===== src/verilog/addr_decode_pkg.sv =====
// Purpose: shared constants and carriers for the cycle space decoder
// Assumes: 10 MHz core clock, synchronous active-high reset
// Notes: control space codes follow the top address nibble
package addr_decode_pkg;
    localparam logic [2:0] CODE_USER_DATA = 3'h1;
    localparam logic [2:0] CODE_USER_PROG = 3'h2;
    localparam logic [2:0] CODE_CONTROL = 3'h3;
    localparam logic [2:0] CODE_SUPV_DATA = 3'h5;
    localparam logic [2:0] CODE_SUPV_PROG = 3'h6;
    localparam logic [2:0] CODE_CPU = 3'h7;
    localparam logic [3:0] NIB_LOW = 4'h0;
    localparam logic [3:0] NIB_ACCEL = 4'he;
    localparam logic [3:0] NIB_HIGH = 4'hf;
    localparam int CTL_NIB_MSB = 31;
    localparam int CTL_NIB_LSB = 28;
    localparam int IO_SEL_MSB = 20;
    localparam int IO_SEL_LSB = 17;
    localparam int VA_BITS = 28;
    localparam int NUM_REQ = 5;
    // request index: lower index wins
    localparam int REQ_NET = 0;
    localparam int REQ_FLUSH = 1;
    localparam int REQ_DISK = 2;
    localparam int REQ_VSLV = 3;
    localparam int REQ_CPU = 4;
    localparam logic [4:0] GRANT_RST = 5'h00;
    localparam logic [31:0] PMAP_RST = 32'h0000_0000;
    localparam logic [31:0] TAG_RST = 32'h0000_0000;
    localparam logic [7:0] SYSEN_RST = 8'h00;
    // page map layout: valid, write, supv, nocache, type[1:0], acc, mod, rsvd, page
    localparam logic [31:0] PMAP_RW_MASK = 32'hff00_0000;
    localparam int PMAP_PFN_BITS = 19;
    // cache tag reserved bits kept as storage only
    localparam logic [31:0] TAG_RSVD_MASK = 32'h3000_0800;

    typedef enum logic [2:0] {
        SP_NONE,
        SP_CPU,
        SP_CONTROL,
        SP_DEVICE,
        SP_ACCEL,
        SP_ERROR
    } space_e;

    typedef struct packed {
        logic valid;
        logic [2:0] cycle_function_code;
        logic [31:0] addr;
    } cycle_s;

    typedef struct packed {
        space_e space;
        logic [3:0] ctl_sel;
        logic [3:0] io_sel;
        logic [27:0] va;
        logic bus_err;
    } decode_s;
endpackage : addr_decode_pkg


===== src/verilog/addr_space_decoder.sv =====
// Purpose: sorts cycles into spaces, decodes selects, arbitrates the virtual bus
// Assumes: all inputs come from logic on core_clk_i
// Notes: page map and cache tag words are one-entry holding registers here
`timescale 1ns/1ps
module addr_space_decoder #(
    parameter bit ACCEL_PRESENT = 1'b1
) (
    input wire logic core_clk_i,
    input wire logic sys_rst_i,
    input addr_decode_pkg::cycle_s cpu_cycle_i,
    input wire logic [addr_decode_pkg::NUM_REQ-1:0] bus_req_i,
    input wire logic [31:0] dva_addr_i,
    input wire logic pmap_wr_i,
    input wire logic [31:0] pmap_wdata_i,
    input wire logic tag_wr_i,
    input wire logic [31:0] tag_wdata_i,
    input wire logic sysen_wr_i,
    input wire logic [7:0] sysen_wdata_i,
    output addr_decode_pkg::decode_s decode_o,
    output logic [addr_decode_pkg::NUM_REQ-1:0] bus_grant_o,
    output logic [27:0] xlate_va_o,
    output logic xlate_valid_o,
    output logic [31:0] pmap_rdata_o,
    output logic [31:0] tag_rdata_o,
    output logic [7:0] sysen_rdata_o
);

    // function code to space, independent of address
    function automatic addr_decode_pkg::space_e code_space(input logic [2:0] code);
        addr_decode_pkg::space_e sp;
        sp = addr_decode_pkg::SP_ERROR;
        unique case (code)
            addr_decode_pkg::CODE_CPU: sp = addr_decode_pkg::SP_CPU;
            addr_decode_pkg::CODE_CONTROL: sp = addr_decode_pkg::SP_CONTROL;
            addr_decode_pkg::CODE_USER_DATA,
            addr_decode_pkg::CODE_USER_PROG,
            addr_decode_pkg::CODE_SUPV_DATA,
            addr_decode_pkg::CODE_SUPV_PROG: sp = addr_decode_pkg::SP_DEVICE;
            default: sp = addr_decode_pkg::SP_ERROR;
        endcase
        return sp;
    endfunction : code_space

    // first set bit wins; lower index is higher priority
    function automatic logic [addr_decode_pkg::NUM_REQ-1:0] pick(
        input logic [addr_decode_pkg::NUM_REQ-1:0] req
    );
        logic [addr_decode_pkg::NUM_REQ-1:0] g;
        logic found;
        g = '0;
        found = 1'b0;
        for (int i = 0; i < addr_decode_pkg::NUM_REQ; i++) begin
            if (req[i] && !found) begin
                g[i] = 1'b1;
                found = 1'b1;
            end
        end
        return g;
    endfunction : pick

    addr_decode_pkg::decode_s dec_d;
    addr_decode_pkg::decode_s decode_q;
    logic [addr_decode_pkg::NUM_REQ-1:0] grant_d;
    logic [addr_decode_pkg::NUM_REQ-1:0] grant_q;
    logic [27:0] xlate_va_q;
    logic xlate_valid_q;
    logic [31:0] pmap_q;
    logic [31:0] tag_q;
    logic [7:0] sysen_q;
    logic [3:0] nib;

    assign nib = cpu_cycle_i.addr[addr_decode_pkg::CTL_NIB_MSB:addr_decode_pkg::CTL_NIB_LSB];

    // combinational decode of the cpu cycle
    always_comb begin
        dec_d = '0;
        dec_d.space = addr_decode_pkg::SP_NONE;
        if (cpu_cycle_i.valid) begin
            dec_d.space = code_space(cpu_cycle_i.cycle_function_code);
            if (dec_d.space == addr_decode_pkg::SP_CONTROL) begin
                // only the nibble feeds selection; other bits never reach it
                dec_d.ctl_sel = nib;
            end else if (dec_d.space == addr_decode_pkg::SP_DEVICE) begin
                if (ACCEL_PRESENT) begin
                    if (nib == addr_decode_pkg::NIB_ACCEL) begin
                        dec_d.space = addr_decode_pkg::SP_ACCEL;
                    end else if (nib != addr_decode_pkg::NIB_LOW
                                 && nib != addr_decode_pkg::NIB_HIGH) begin
                        dec_d.space = addr_decode_pkg::SP_ERROR;
                    end
                end
                // without the accelerator the nibble is simply dropped
                dec_d.va = cpu_cycle_i.addr[addr_decode_pkg::VA_BITS-1:0];
                dec_d.io_sel = cpu_cycle_i.addr[addr_decode_pkg::IO_SEL_MSB:
                                                addr_decode_pkg::IO_SEL_LSB];
            end
            dec_d.bus_err = (dec_d.space == addr_decode_pkg::SP_ERROR);
        end
    end

    // decoded result register
    always_ff @(posedge core_clk_i) begin
        if (sys_rst_i) begin
            decode_q <= '0;
        end else begin
            decode_q <= dec_d;
        end
    end

    // arbitration for the virtual address bus
    always_comb begin
        grant_d = pick(bus_req_i);
    end

    always_ff @(posedge core_clk_i) begin
        if (sys_rst_i) begin
            grant_q <= addr_decode_pkg::GRANT_RST;
        end else begin
            grant_q <= grant_d;
        end
    end

    // translation feed: granted master's address, accelerator never enters
    always_ff @(posedge core_clk_i) begin
        if (sys_rst_i) begin
            xlate_va_q <= '0;
            xlate_valid_q <= 1'b0;
        end else if (grant_d[addr_decode_pkg::REQ_CPU]) begin
            xlate_va_q <= dec_d.va;
            xlate_valid_q <= (dec_d.space == addr_decode_pkg::SP_DEVICE);
        end else if (|grant_d) begin
            xlate_va_q <= dva_addr_i[addr_decode_pkg::VA_BITS-1:0];
            xlate_valid_q <= 1'b1;
        end else begin
            xlate_valid_q <= 1'b0;
        end
    end

    // page map entry: unimplemented page bits masked on write so they read zero
    always_ff @(posedge core_clk_i) begin
        if (sys_rst_i) begin
            pmap_q <= addr_decode_pkg::PMAP_RST;
        end else if (pmap_wr_i) begin
            pmap_q <= pmap_wdata_i & (addr_decode_pkg::PMAP_RW_MASK
                      | ((32'h1 << addr_decode_pkg::PMAP_PFN_BITS) - 32'h1));
        end
    end

    // cache tag word: reserved bits stored, nothing reads them internally
    always_ff @(posedge core_clk_i) begin
        if (sys_rst_i) begin
            tag_q <= addr_decode_pkg::TAG_RST;
        end else if (tag_wr_i) begin
            tag_q <= tag_wdata_i;
        end
    end

    // enable bits for optional devices exist regardless of fitting
    always_ff @(posedge core_clk_i) begin
        if (sys_rst_i) begin
            sysen_q <= addr_decode_pkg::SYSEN_RST;
        end else if (sysen_wr_i) begin
            sysen_q <= sysen_wdata_i;
        end
    end

    assign decode_o = decode_q;
    assign bus_grant_o = grant_q;
    assign xlate_va_o = xlate_va_q;
    assign xlate_valid_o = xlate_valid_q;
    assign pmap_rdata_o = pmap_q;
    // low tag byte returned as stored; allowed to be undefined
    assign tag_rdata_o = tag_q;
    assign sysen_rdata_o = sysen_q;

    // assertion helper: the four device space codes, listed apart from the decode
    logic dev_code_seen;
    assign dev_code_seen = cpu_cycle_i.valid
                           && cpu_cycle_i.cycle_function_code inside {3'h1, 3'h2, 3'h5, 3'h6};

    property p_code_cpu;
        @(posedge core_clk_i) disable iff (sys_rst_i)
        cpu_cycle_i.valid && cpu_cycle_i.cycle_function_code == 3'h7
        |=> decode_o.space == addr_decode_pkg::SP_CPU;
    endproperty
    a_code_cpu: assert property (p_code_cpu) else $error("code seven not cpu space");

    property p_code_ctl;
        @(posedge core_clk_i) disable iff (sys_rst_i)
        cpu_cycle_i.valid && cpu_cycle_i.cycle_function_code == 3'h3
        |=> decode_o.space == addr_decode_pkg::SP_CONTROL && decode_o.ctl_sel == $past(nib);
    endproperty
    a_code_ctl: assert property (p_code_ctl) else $error("code three not control");

    property p_code_rsvd;
        @(posedge core_clk_i) disable iff (sys_rst_i)
        cpu_cycle_i.valid && cpu_cycle_i.cycle_function_code inside {3'h0, 3'h4}
        |=> decode_o.bus_err;
    endproperty
    a_code_rsvd: assert property (p_code_rsvd) else $error("reserved code accepted");

    property p_prio;
        @(posedge core_clk_i) disable iff (sys_rst_i)
        bus_req_i[0] |=> bus_grant_o == 5'h01;
    endproperty
    a_prio: assert property (p_prio) else $error("network not first");

    property p_cpu_last;
        @(posedge core_clk_i) disable iff (sys_rst_i)
        bus_grant_o[4] |-> $past(bus_req_i) == 5'h10;
    endproperty
    a_cpu_last: assert property (p_cpu_last) else $error("cpu granted over master");

    property p_dva_xlate;
        @(posedge core_clk_i) disable iff (sys_rst_i)
        (|bus_req_i[3:0]) |=> xlate_valid_o && xlate_va_o == $past(dva_addr_i[27:0]);
    endproperty
    a_dva_xlate: assert property (p_dva_xlate) else $error("master bypassed xlate");

    property p_accel;
        @(posedge core_clk_i) disable iff (sys_rst_i)
        ACCEL_PRESENT && cpu_cycle_i.valid && cpu_cycle_i.cycle_function_code == 3'h5
        && nib == 4'he ##0 bus_req_i == 5'h10
        |=> decode_o.space == addr_decode_pkg::SP_ACCEL && !xlate_valid_o;
    endproperty
    a_accel: assert property (p_accel) else $error("accel not bypassed");

    property p_bad_nib;
        @(posedge core_clk_i) disable iff (sys_rst_i)
        ACCEL_PRESENT && dev_code_seen
        && nib != 4'h0 && nib != 4'he && nib != 4'hf |=> decode_o.bus_err;
    endproperty
    a_bad_nib: assert property (p_bad_nib) else $error("bad nibble accepted");

    property p_pmap_zero;
        @(posedge core_clk_i) disable iff (sys_rst_i)
        pmap_rdata_o[23:19] == 5'h00;
    endproperty
    a_pmap_zero: assert property (p_pmap_zero) else $error("unimplemented pmap bits set");

    property p_tag_rsvd;
        @(posedge core_clk_i) disable iff (sys_rst_i)
        tag_wr_i |=> (tag_rdata_o & 32'h3000_0800) == ($past(tag_wdata_i) & 32'h3000_0800);
    endproperty
    a_tag_rsvd: assert property (p_tag_rsvd) else $error("reserved tag bits lost");

    // decode side: space, selects and the carried address
    property p_code_dev;
        @(posedge core_clk_i) disable iff (sys_rst_i)
        dev_code_seen && (!ACCEL_PRESENT || nib == 4'h0 || nib == 4'hf)
        |=> decode_o.space == addr_decode_pkg::SP_DEVICE && !decode_o.bus_err;
    endproperty
    a_code_dev: assert property (p_code_dev) else $error("device code not device space");

    property p_ctl_clean;
        @(posedge core_clk_i) disable iff (sys_rst_i)
        cpu_cycle_i.valid && cpu_cycle_i.cycle_function_code == 3'h3
        |=> decode_o.io_sel == 4'h0 && decode_o.va == 28'h0 && !decode_o.bus_err;
    endproperty
    a_ctl_clean: assert property (p_ctl_clean) else $error("control cycle used low bits");

    property p_io_sel;
        @(posedge core_clk_i) disable iff (sys_rst_i)
        dev_code_seen |=> decode_o.io_sel == $past(cpu_cycle_i.addr[20:17]);
    endproperty
    a_io_sel: assert property (p_io_sel) else $error("io select not from field");

    property p_va_low;
        @(posedge core_clk_i) disable iff (sys_rst_i)
        dev_code_seen |=> decode_o.va == $past(cpu_cycle_i.addr[27:0]);
    endproperty
    a_va_low: assert property (p_va_low) else $error("virtual address not low bits");

    property p_plain_dev;
        @(posedge core_clk_i) disable iff (sys_rst_i)
        !ACCEL_PRESENT && dev_code_seen
        |=> decode_o.space == addr_decode_pkg::SP_DEVICE && !decode_o.bus_err;
    endproperty
    a_plain_dev: assert property (p_plain_dev) else $error("top nibble not ignored");

    property p_accel_sel;
        @(posedge core_clk_i) disable iff (sys_rst_i)
        ACCEL_PRESENT && dev_code_seen && nib == 4'he
        |=> decode_o.space == addr_decode_pkg::SP_ACCEL && !decode_o.bus_err;
    endproperty
    a_accel_sel: assert property (p_accel_sel) else $error("nibble e not accelerator");

    property p_nib_ok;
        @(posedge core_clk_i) disable iff (sys_rst_i)
        ACCEL_PRESENT && dev_code_seen
        |=> decode_o.bus_err != ($past(nib) inside {4'h0, 4'he, 4'hf});
    endproperty
    a_nib_ok: assert property (p_nib_ok) else $error("valid nibble set wrong");

    // arbitration side: one owner at a time, fixed order
    property p_grant_onehot;
        @(posedge core_clk_i) disable iff (sys_rst_i)
        $onehot0(bus_grant_o);
    endproperty
    a_grant_onehot: assert property (p_grant_onehot) else $error("two bus owners");

    property p_flush_second;
        @(posedge core_clk_i) disable iff (sys_rst_i)
        bus_req_i[1:0] == 2'h2 |=> bus_grant_o == 5'h02;
    endproperty
    a_flush_second: assert property (p_flush_second) else $error("flush not second");

    property p_disk_third;
        @(posedge core_clk_i) disable iff (sys_rst_i)
        bus_req_i[2:0] == 3'h4 |=> bus_grant_o == 5'h04;
    endproperty
    a_disk_third: assert property (p_disk_third) else $error("disk not third");

    property p_slave_fourth;
        @(posedge core_clk_i) disable iff (sys_rst_i)
        bus_req_i[3:0] == 4'h8 |=> bus_grant_o == 5'h08;
    endproperty
    a_slave_fourth: assert property (p_slave_fourth) else $error("slave not fourth");

    property p_accel_bypass;
        @(posedge core_clk_i) disable iff (sys_rst_i)
        decode_o.space == addr_decode_pkg::SP_ACCEL && bus_grant_o[4] |-> !xlate_valid_o;
    endproperty
    a_accel_bypass: assert property (p_accel_bypass) else $error("accel entered xlate");

    property p_dev_xlate;
        @(posedge core_clk_i) disable iff (sys_rst_i)
        decode_o.space == addr_decode_pkg::SP_DEVICE && bus_grant_o[4]
        |-> xlate_valid_o && xlate_va_o == decode_o.va;
    endproperty
    a_dev_xlate: assert property (p_dev_xlate) else $error("device cycle not translated");

    // readback side: stored bits come back as written
    property p_pmap_ctl;
        @(posedge core_clk_i) disable iff (sys_rst_i)
        pmap_wr_i |=> pmap_rdata_o[31:24] == $past(pmap_wdata_i[31:24]);
    endproperty
    a_pmap_ctl: assert property (p_pmap_ctl) else $error("pmap control bits lost");

    property p_pmap_page;
        @(posedge core_clk_i) disable iff (sys_rst_i)
        pmap_wr_i |=> pmap_rdata_o[18:0] == $past(pmap_wdata_i[18:0]);
    endproperty
    a_pmap_page: assert property (p_pmap_page) else $error("pmap page bits lost");

    property p_sysen_store;
        @(posedge core_clk_i) disable iff (sys_rst_i)
        sysen_wr_i |=> sysen_rdata_o == $past(sysen_wdata_i);
    endproperty
    a_sysen_store: assert property (p_sysen_store) else $error("enable bits lost");

    property p_tag_store;
        @(posedge core_clk_i) disable iff (sys_rst_i)
        tag_wr_i |=> tag_rdata_o == $past(tag_wdata_i);
    endproperty
    a_tag_store: assert property (p_tag_store) else $error("tag word not returned");

endmodule : addr_space_decoder


===== config.mk =====
export PLATFORM = sky130hd
export DESIGN_NAME = addr_space_decoder
export DESIGN_NICKNAME = d
export VERILOG_FILES = /design/src/verilog/addr_decode_pkg.sv /design/src/verilog/addr_space_decoder.sv
export SDC_FILE = /design/constraint.sdc
export NUM_CORES = 1
export LEC_CHECK = 0
export ABC_AREA = 1
export BUFFER_PORTS_ARGS = -buffer_cell sky130_fd_sc_hd__clkbuf_2
export CORE_AREA = 2 2 135 137
export CTS_CLUSTER_DIAMETER = 80
export DETAILED_ROUTE_END_ITERATION = 12
export DIE_AREA = 0 0 137 139
export PLACE_DENSITY = 0.57
export SETUP_SLACK_MARGIN = 0.05
export SLEW_MARGIN = 20
export SYNTH_ARGS = -nofsm -noshare
export SYNTH_HDL_FRONTEND = slang
export SYNTH_SLANG_ARGS = --single-unit

===== constraint.sdc =====
create_clock -name core_clk_i -period 1.13 [get_ports core_clk_i]
set_input_delay 0.0565 -clock core_clk_i [delete_from_list [all_inputs] [get_ports core_clk_i]]
set_output_delay 0.0565 -clock core_clk_i [all_outputs]
set_load 0.02 [all_outputs]

After elaboration in Yosys (flattened, before gate mapping)
Cells that the tools add are included.

storage, ports and cells
  word-level logic and storage cells = 65
  bits in registers = 141
  output and inout port bits = 146
  input port bits = 150

operators by class
  equal/unequal tests = 12
  reductions and logical operators = 16
  mux-type cells = 23
  bitwise logic cells = 3

operator list
  kind                count
  $mux 32             2
  $mux 28             2
  $mux 40             1
  $mux 3              6
  $eq 3x2->1 const B  5
  $eq 3x3->1 const B  4
  $mux 1              10
  $pmux 3 s3          1
  $reduce_or 4->1     2
  $logic_and 1x1->1   5
  $reduce_or 5->1     1
  $eq 4x4->1 const B  1
  $logic_not 1->1     4
  $mux 4              1
  $ne 4x4->1 const B  1
  $reduce_bool 4->1   1
  $eq 3x1->1 const B  1
  $not 1->1           3
  $reduce_or 3->1     1
  $reduce_bool 2->1   1
  $reduce_or 2->1     1

Depth between registers and ports, before layout
Gate-level depths: netlist of run 1.

  depth in word-level cells = 16
  gate-level depth with buffers = 9

Worst setup path before layout of run 1
Ideal clock, no wire load.

  path kind = input -> register
  from = input port bus_req_i[1] in the netlist's numbering
  to = register xlate_va_q[0] (netlist: xlate_va_o[0])
  arrival time = 0.790 ns
  setup slack = 0.230 ns
  cell stages on the path = 8
  data required time = 1.020 ns
  library setup time = 0.110 ns
  path buffers = 2
  cells stage by stage = nor2_4 nand3_2 buf_4 buf_6 nand2_1 nand3_1 nand2_1 inv_1

on the way
  longest elaborated chain between the ends = 13
  elaborated cells on any way between the ends = 17

RTL lines
  element                             RTL line                   text
  from (decl)                         addr_space_decoder.sv:11   input wire logic [addr_decode_pkg::NUM_REQ-1:0] bus_req_i,
  $logic_and 1x1->1 *                 addr_space_decoder.sv:53   if (req[i] && !found) begin
  $mux 1                              addr_space_decoder.sv:53
  $logic_not 1->1                     addr_space_decoder.sv:53
  $logic_and 1x1->1                   addr_space_decoder.sv:53
  $mux 1                              addr_space_decoder.sv:53
  $logic_not 1->1                     addr_space_decoder.sv:53
  $logic_and 1x1->1                   addr_space_decoder.sv:53
  $mux 1                              addr_space_decoder.sv:53
  $logic_not 1->1                     addr_space_decoder.sv:53
  $logic_and 1x1->1                   addr_space_decoder.sv:53
  $mux 1                              addr_space_decoder.sv:53
  $reduce_or 5->1                     addr_space_decoder.sv:131  end else if (|grant_d) begin
  $reduce_bool 2->1 (no source line)  n/a
  to (signal assigned)                addr_space_decoder.sv:129  xlate_va_q <= dec_d.va;
  to (signal assigned)                addr_space_decoder.sv:132  xlate_va_q <= dva_addr_i[addr_decode_pkg::VA_BITS-1:0];
  to (decl)                           addr_space_decoder.sv:65   logic [27:0] xlate_va_q;

Mark *: on every way between the ends. The rest lies on a longest branch, timed or not.
A chain may end at the register's enable or synchronous reset.

Final worst setup path of run 1
  from = input port cpu_cycle_i[30] in the netlist's numbering
  to = register decode_q (netlist bit decode_o[35])

RTL lines
  element               RTL line                   text
  from (decl)           addr_space_decoder.sv:10   input addr_decode_pkg::cycle_s cpu_cycle_i,
  to (signal assigned)  addr_space_decoder.sv:104  decode_q <= '0;
  to (signal assigned)  addr_space_decoder.sv:106  decode_q <= dec_d;
  to (decl)             addr_space_decoder.sv:62   addr_decode_pkg::decode_s decode_q;

No word-level cell between the ends.

==> results of run 1 <==
[Yosys cell counts]
cell	instances	share of area, %
o21ai_1	2	0.19
buf_6	2	0.44
nor2_4	1	0.22
inv_1	53	3.9
o21ai_0	86	8.4
clkbuf_1	21	1.5
conb_1	1	0.073
nor2_8	1	0.39
clkinv_1	2	0.15
nand3_2	5	0.97
nand2_1	113	8.2
nor4_1	1	0.12
nand4_4	1	0.41
nor3_1	9	0.87
nand4_1	1	0.12
a21oi_1	2	0.19
nor2_1	193	14
dfxtp_1	141	55
buf_1	4	0.29
buf_4	10	1.5
inv_2	1	0.073
nand3_1	28	2.7
nor2_2	1	0.12
buf_2	3	0.29
[kinds of logic after synthesis]
logic type | after synthesis | synth area share, %
and+or+nand+nor | 354 | 28.26
DFF | 141 | 54.82
buffers and inverters | 96 | 8.092
other | 1 | 0.07283
AOI/OAI and AO/OA | 90 | 8.748
[worst min path at each step]
| stage | startpoint | slack [ns] | to |
|---|---|---|---|
| 6_report | sys_rst_i | 0.07 | decode_o[32] |
| 5_1_grt | sys_rst_i | 0.07 | decode_o[32] |
| 4_1_cts | sys_rst_i | 0.05 | decode_o[32] |
| 3_5_place_dp | bus_req_i[2] | 0.25 | bus_grant_o[3] |
| 3_3_place_gp | bus_req_i[2] | 0.25 | bus_grant_o[3] |
| 2_1_floorplan | bus_req_i[2] | 0.13 | bus_grant_o[3] |
[layout by cell type, fill, tap and decap left out, drive strengths merged, types with 5 or more instances in the layout]
cell	instances
dfxtp	141
o21ai	88
nand3	33
clkinv	6
clkbuf	298
nor2	196
conb	5
nor3	9
buf	22
inv	59
nand2	113
dlygate4sd3	138
[layer usage]
layer  GRT usage, %  vias to the layer above
met5              0                        -
met4          5.806                        0
met3          6.689                       18
met2          31.50                      249
met1          20.95                     2570
li1               -                     2954
[stage by stage]
stage	std cells	total power, mW	cell area, um^2
final	1347	13.13	8874
after global routing	1347	13.73	8874
after CTS	1348	13.29	8881
after detailed placement	1178	7.119	6890
after global placement	1178	7.112	6890
after floorplan	686	6.375	5164
[cell type report]
type	count	share of cell area, %
multi-input cells	449	21.69
repair buffers	439	34.01
clock inverters	13	1.763
clock buffers	19	5.104
flip-flops and latches	141	31.81
well taps	229	3.229
inverters	56	2.369
diodes	1	0.02820
[sequential cells by signal, summed over array words and instances (netlist names)]
name and cells:
tag_rdata_o 32, decode_o 40, xlate_va_o 28, sysen_rdata_o 8, xlate_valid_o 1, pmap_rdata_o 27, bus_grant_o 5
[power groups by stage]
stage                     Sequential (mW)  Clock [mW]  Combinational, mW
after global placement               5.48           0               1.63
after global routing                 5.41        6.12               2.21
after CTS                            5.37        5.91               2.01
after detailed placement             5.48           0               1.64
after floorplan                      5.82           0              0.557
final                                5.38        5.74               2.01
[what timing repair did]
action | in CTS | in global routing
buffers inserted | 0 | 0
resized for setup | 0 | 3
hold endpoints to repair | 137 | 0
hold buffers | 138 | 0
setup endpoints to repair | 0 | 4
[worst max-delay path, delay by kind of cell]
kind / cells / cell delay, ns
buffers and inverters: 4 / 1.27
AND/OR/NAND/NOR: 1 / 0.04
==> impl_results.md, run 1 <==
* Proportion of layout cells with a drive suffix above 1 at between 30% and 40%
* Routed WL at 17630 um
* WHS Path Cells at 3
* WP data required at 1.43 ns
* GRT Util Overall at a little under a fifth
* R2R cell count at 4
* Worst Path Max Fanout at 2
* Area added between synthesis and finish at 72.35%
* HP Class: in -> reg
* Sw Ratio at a little over a quarter
* Clock Skews at 0 ns
* Pint at roughly 9.6 mW
* ANT nets after route at 0
* CP endpoint kind: flip-flop
* Critical Path Source Type: input port
* CTS tree: done
* NetSw at 3.562 mW
* WL per Instance at 13.09 um
* Routability-driven placement congestion ratio at approximately 0.76
* Initial antenna violation count at 1
* Clk pin slew, worst setup/hold paths at 0.06 ns
* Clock latency on the worst-skew pair at 0.42 ns
* Final Cycle Share at 95.71%
* Part of the power in the clock network at 43.7%
* RSZ-0062 raised after global routing: true
* Syn avg cell area at ~7.5 um^2
* Total clock sinks at 141
* Grt ovf at 0
* Fin. max-slew vios at 0
* FF-to-FF End: xlate_va_o[3]
* Die W at 137 um
* H-tree levels at 4
* CTS Buffer Depth at 2
* Setup ws final at 0.04848 ns
* DRC errors left at 0
* Synth Register Bits at 141
* Die Y-Extent at approximately 140 um
* Power Dens Cells at 1480 mW/mm^2
* Reg area at 0.002823 mm^2
* Most common cell on crit path: dlygate4sd3_1
* Final Util at 50.26%
* Leak at 4.560 nW
* Num rows at 49
* Status: finished clean
* Max VDD drop at between 0.0009 and 0.001 V
* Post-synth cell types at 24
* Port Buffer Count at 281
* DIE AREA at 0.01904 mm^2
* Top Layer Used: met4
* Number of max-cap violations at 0
* Nets@finish at 1254
* Critical Path End: decode_o[35]
* Critical Path AT at roughly 1.4 ns
* R2R Path Start: xlate_va_o[3]
* Post-route minimum period at 1.082 ns
* Routed wl met2 at 8472 um
* # setup viols final at 0
* Min Hold Slack at 0.07143 ns
* Cells after synthesis at 682
* Core Area at 0.01766 mm^2
* Area of the multi-input gates at 0.001924 mm^2
* Synth warn at 0
* Slowest stage delay, CP at 0.56 ns
* Drt first-iter violations at around 160
* Vias at 5791
* Reg power frac at approximately 41%
* Number of vias per cell at 4.299
* Vias in the first global route at ~5.8k
* CP cell instances: dlygate4sd3_1 -> clkbuf_2 -> inv_2 -> nor2_1 -> dlygate4sd3_1
* Sequential element share of the synthesized area at 54.82%
* WL met3 at between 1500 and 2000 um
* Setup tns final at 0 ns
* Final Hold Viols at 0
* Combinational power share at 15.3%
* Metal1 wirelength at 7339 um
* Slowest cell on crit path: dlygate4sd3_1
* First-pass GRT wire length at 27570 um
* IO Count at 296
* Largest net degree at the start of global routing at 50
* R2r setup slk at between 0.4 and 0.5 ns
* CTS Root Cell: clkbuf_16
* Fillers at 1702
* Starting Density at approximately 29%
* Synth Cell Area at 0.005149 mm^2
* DP HPWL at 11600 um
* Num CTS Buffers at 17
* DR pass1 iterations at 5
* Setup WS pre-CTS at approximately 0.049 ns
* Kind of critical path: in -> reg
* Worst setup path startpoint: cpu_cycle_i[30]
* Fmax at 924.6 MHz
Note: power is estimated with default switching activity, not from simulation.
==> run 2, diff against run 1 <==
--- a/config.mk
+++ b/config.mk
@@ -7,11 +7,11 @@
 export LEC_CHECK = 0
 export ABC_AREA = 1
 export BUFFER_PORTS_ARGS = -buffer_cell sky130_fd_sc_hd__clkbuf_2
-export CORE_AREA = 2 2 135 137
+export CORE_AREA = 2 2 117 119
 export CTS_CLUSTER_DIAMETER = 80
 export DETAILED_ROUTE_END_ITERATION = 12
-export DIE_AREA = 0 0 137 139
-export PLACE_DENSITY = 0.57
+export DIE_AREA = 0 0 119 121
+export PLACE_DENSITY = 0.73
 export SETUP_SLACK_MARGIN = 0.05
 export SLEW_MARGIN = 20
 export SYNTH_ARGS = -nofsm -noshare
==> run 2 against run 1 <==
Non-clock buffer count rose by 3. Register-to-register slack got worse by 0.06 ns. Fmax barely moved. First-iteration DRC count rose to 2.6 times the previous value. Worst setup slack barely moved. Routed wire length rose by 3.2%. Hold slack got worse by 0.038 ns. Via count rose by 5.1%. Clock power fell by 5.7%. Critical path depth did not move. Total power fell by 2.1%. Combinational power rose by 2%. Critical path type unchanged.
==> impl_results.md, run 2 (synthesis gave the netlist of run 1 again) <==
* Drt first-iter violations at 412 (was 156)
* Routing usage on met2 at 44.18% (was 31.50%)
* Nets@finish at 1257 (was 1254)
* Status: finished clean (unchanged)
* Setup tns final at 0 ns (unchanged)
* First-pass GRT wire length at 28870 um (was 27570 um)
* Die Y-Extent at 121 um (was 139 um)
* NetSw at 3.373 mW (was 3.562 mW)
* Busiest metal layer after global routing: met2 (unchanged)
* Worst Path Max Fanout at 3 (was 2)
* Port Buffer Count at 281 (unchanged)
* WL per Instance at 14.05 um (was 13.09 um)
* HP Class: in -> reg (unchanged)
* Number of vias per cell at 4.696 (was 4.299)
* Power Dens Cells at 1465 mW/mm^2 (was 1480 mW/mm^2)
* Routability-driven placement congestion ratio at 0.7999 (was 0.7640)
* H-tree levels at 4 (unchanged)
* IO Count at 296 (unchanged)
* FF-to-FF End: xlate_va_o[3] (unchanged)
* Die W at 119 um (was 137 um)
* RSZ-0062 raised after global routing: true (unchanged)
* Total clock sinks at 141 (unchanged)
* Proportion of layout cells with a drive suffix above 1 at 31.16% (was 31.07%)
* Clock latency on the worst-skew pair at 0.41 ns (was 0.42 ns)
* Setup ws final at 0.04831 ns (was 0.04848 ns)
* Met3 global-route usage at 8.177% (was 6.689%)
* Num CTS Buffers at 17 (unchanged)
* Clock Skews at 0 ns (unchanged)
* Fmax at 924.5 MHz (was 924.6 MHz)
* # diodes at 0 (was 1)
* Combinational power share at 16.0% (was 15.3%)
* Setup WS pre-CTS at 0.008293 ns (was 0.04860 ns)
* Post-CTS Setup Bufs at 0 (unchanged)
* Initial antenna violation count at 0 (was 1)
* R2R Path Start: xlate_va_o[3] (unchanged)
* Max VDD drop at 0.0009065 V (was 0.0009395 V)
* Kind of critical path: in -> reg (unchanged)
* Area added between synthesis and finish at 70.47% (was 72.35%)
* Part of the power in the clock network at 42.1% (was 43.7%)
* Total Power at 12.86 mW (was 13.13 mW)
* Core Area at 0.01309 mm^2 (was 0.01766 mm^2)
* Fin. max-slew vios at 0 (unchanged)
* DR pass1 iterations at 5 (unchanged)
* Number of max-cap violations at 0 (unchanged)
* Final Cycle Share at 95.72% (was 95.71%)
* Grt ovf at 0 (unchanged)
* Leak at 4.555 nW (was 4.560 nW)
* Pint at 9.483 mW (was 9.570 mW)
* ANT nets after route at 0 (unchanged)
* Most frequent cells in the layout: 280 x clkbuf_2, 193 x nor2_1, 141 x dfxtp_1, 138 x dlygate4sd3_1, 113 x nand2_1 (was 279 x clkbuf_2, 193 x nor2_1, 141 x dfxtp_1, 138 x dlygate4sd3_1, 113 x nand2_1)
* DRC errors left at 0 (unchanged)
* WHS Path Cells at 3 (unchanged)
* Critical Path Source Type: input port (unchanged)
* # setup viols final at 0 (unchanged)
* Max FFs per register at 40 (unchanged)
* Post-route minimum period at 1.082 ns (about the same)
* Num rows at 42 (was 49)
* GRT Util Overall at 25.12% (was 18.33%)
* WP data required at 1.42 ns (was 1.43 ns)
* Vias in the first global route at 5992 (was 5811)
* Critical Path End: decode_o[33] (was decode_o[35])
* CTS Root Cell: clkbuf_16 (unchanged)
* CP endpoint kind: flip-flop (unchanged)
* CTS Buffer Depth at 2 (unchanged)
* Starting Density at 39.35% (was 29.16%)
* Vias at 6086 (was 5791)
* DP HPWL at 10970 um (was 11600 um)
* Worst setup path startpoint: cpu_cycle_i[28] (was cpu_cycle_i[30])
* Commonest non-fill, non-tap cell in the layout: clkbuf_2 (unchanged)
* CTS tree: done (unchanged)
* R2r setup slk at 0.35 ns (was 0.41 ns)
* Clk pin slew, worst setup/hold paths at 0.06 ns (about the same)
* Reg power frac at 41.9% (was 41.0%)
* Critical Path AT at 1.38 ns (about the same)
* Final Hold Viols at 0 (unchanged)
* Routed WL at 18200 um (was 17630 um)
* DIE AREA at 0.01440 mm^2 (was 0.01904 mm^2)
* Largest net degree at the start of global routing at 53 (was 50)
* Sw Ratio at 26.24% (was 27.13%)
* Met1 Use GR at 27.27% (was 20.95%)
* R2R cell count at 4 (unchanged)
[run 2: power by group through the flow]
stage	Clock, mW	Sequential, mW	Combinational, mW
4_1_cts	5.51	5.38	2.00
3_5_place_dp	0	5.48	1.62
6_report	5.41	5.39	2.05
3_3_place_gp	0	5.48	1.61
2_1_floorplan	0	5.82	0.557
5_1_grt	5.75	5.42	2.22
[run 2: timing repair]
action                                  in CTS  in global routing
hold endpoints to repair                   136                  1
hold buffers                               138                  1
resized for setup                            0                  4
endpoints found under the setup margin       0                  5
[run 2: per-stage QoR]
stage                     hold WS (ns)  area (um^2)  cells  utilization [%]
final                          0.03297         8777   1296            67.08
after global routing           0.03653         8777   1296            67.08
after CTS                     0.008587         8777   1297            67.08
after detailed placement        0.2690         6814   1127            52.08
after global placement          0.2703         6814   1127            52.08
after floorplan                 0.1329         5164    686                -
[run 2: worst min path at each step]
stage / from / endpoint
final: bus_req_i[2] / bus_grant_o[2]
after CTS: bus_req_i[2] / bus_grant_o[2]
after global placement: bus_req_i[2] / bus_grant_o[3]
after detailed placement: bus_req_i[2] / bus_grant_o[3]
after global routing: cpu_cycle_i[35] / decode_o[23]
after floorplan: bus_req_i[2] / bus_grant_o[3]
[run 2: per-layer routing]
| layer | part of all wire, % | routed length, um |
|---|---|---|
| met5 | 0 | 0 |
| met4 | 3.1 | 560 |
| met3 | 8.8 | 1606 |
| met2 | 50 | 9074 |
| met1 | 38 | 6963 |
[run 2: cell type report]
| class | count | area (um^2) |
|---|---|---|
| fillers | 986 | 4308 |
| repair buffers | 442 | 3013 |
| flip-flops and latches | 141 | 2823 |
| multi-input cells | 449 | 1929 |
| clock buffers | 24 | 501.7 |
| well taps | 176 | 220.2 |
| inverters | 56 | 210.2 |
| clock inverters | 8 | 80.08 |
[run 2: critical path, stage by stage]
cell and delay (ns):
dlygate4sd3_1 0.54, clkbuf_2 0.12, inv_2 0.07, nor2_1 0.04, dlygate4sd3_1 0.55
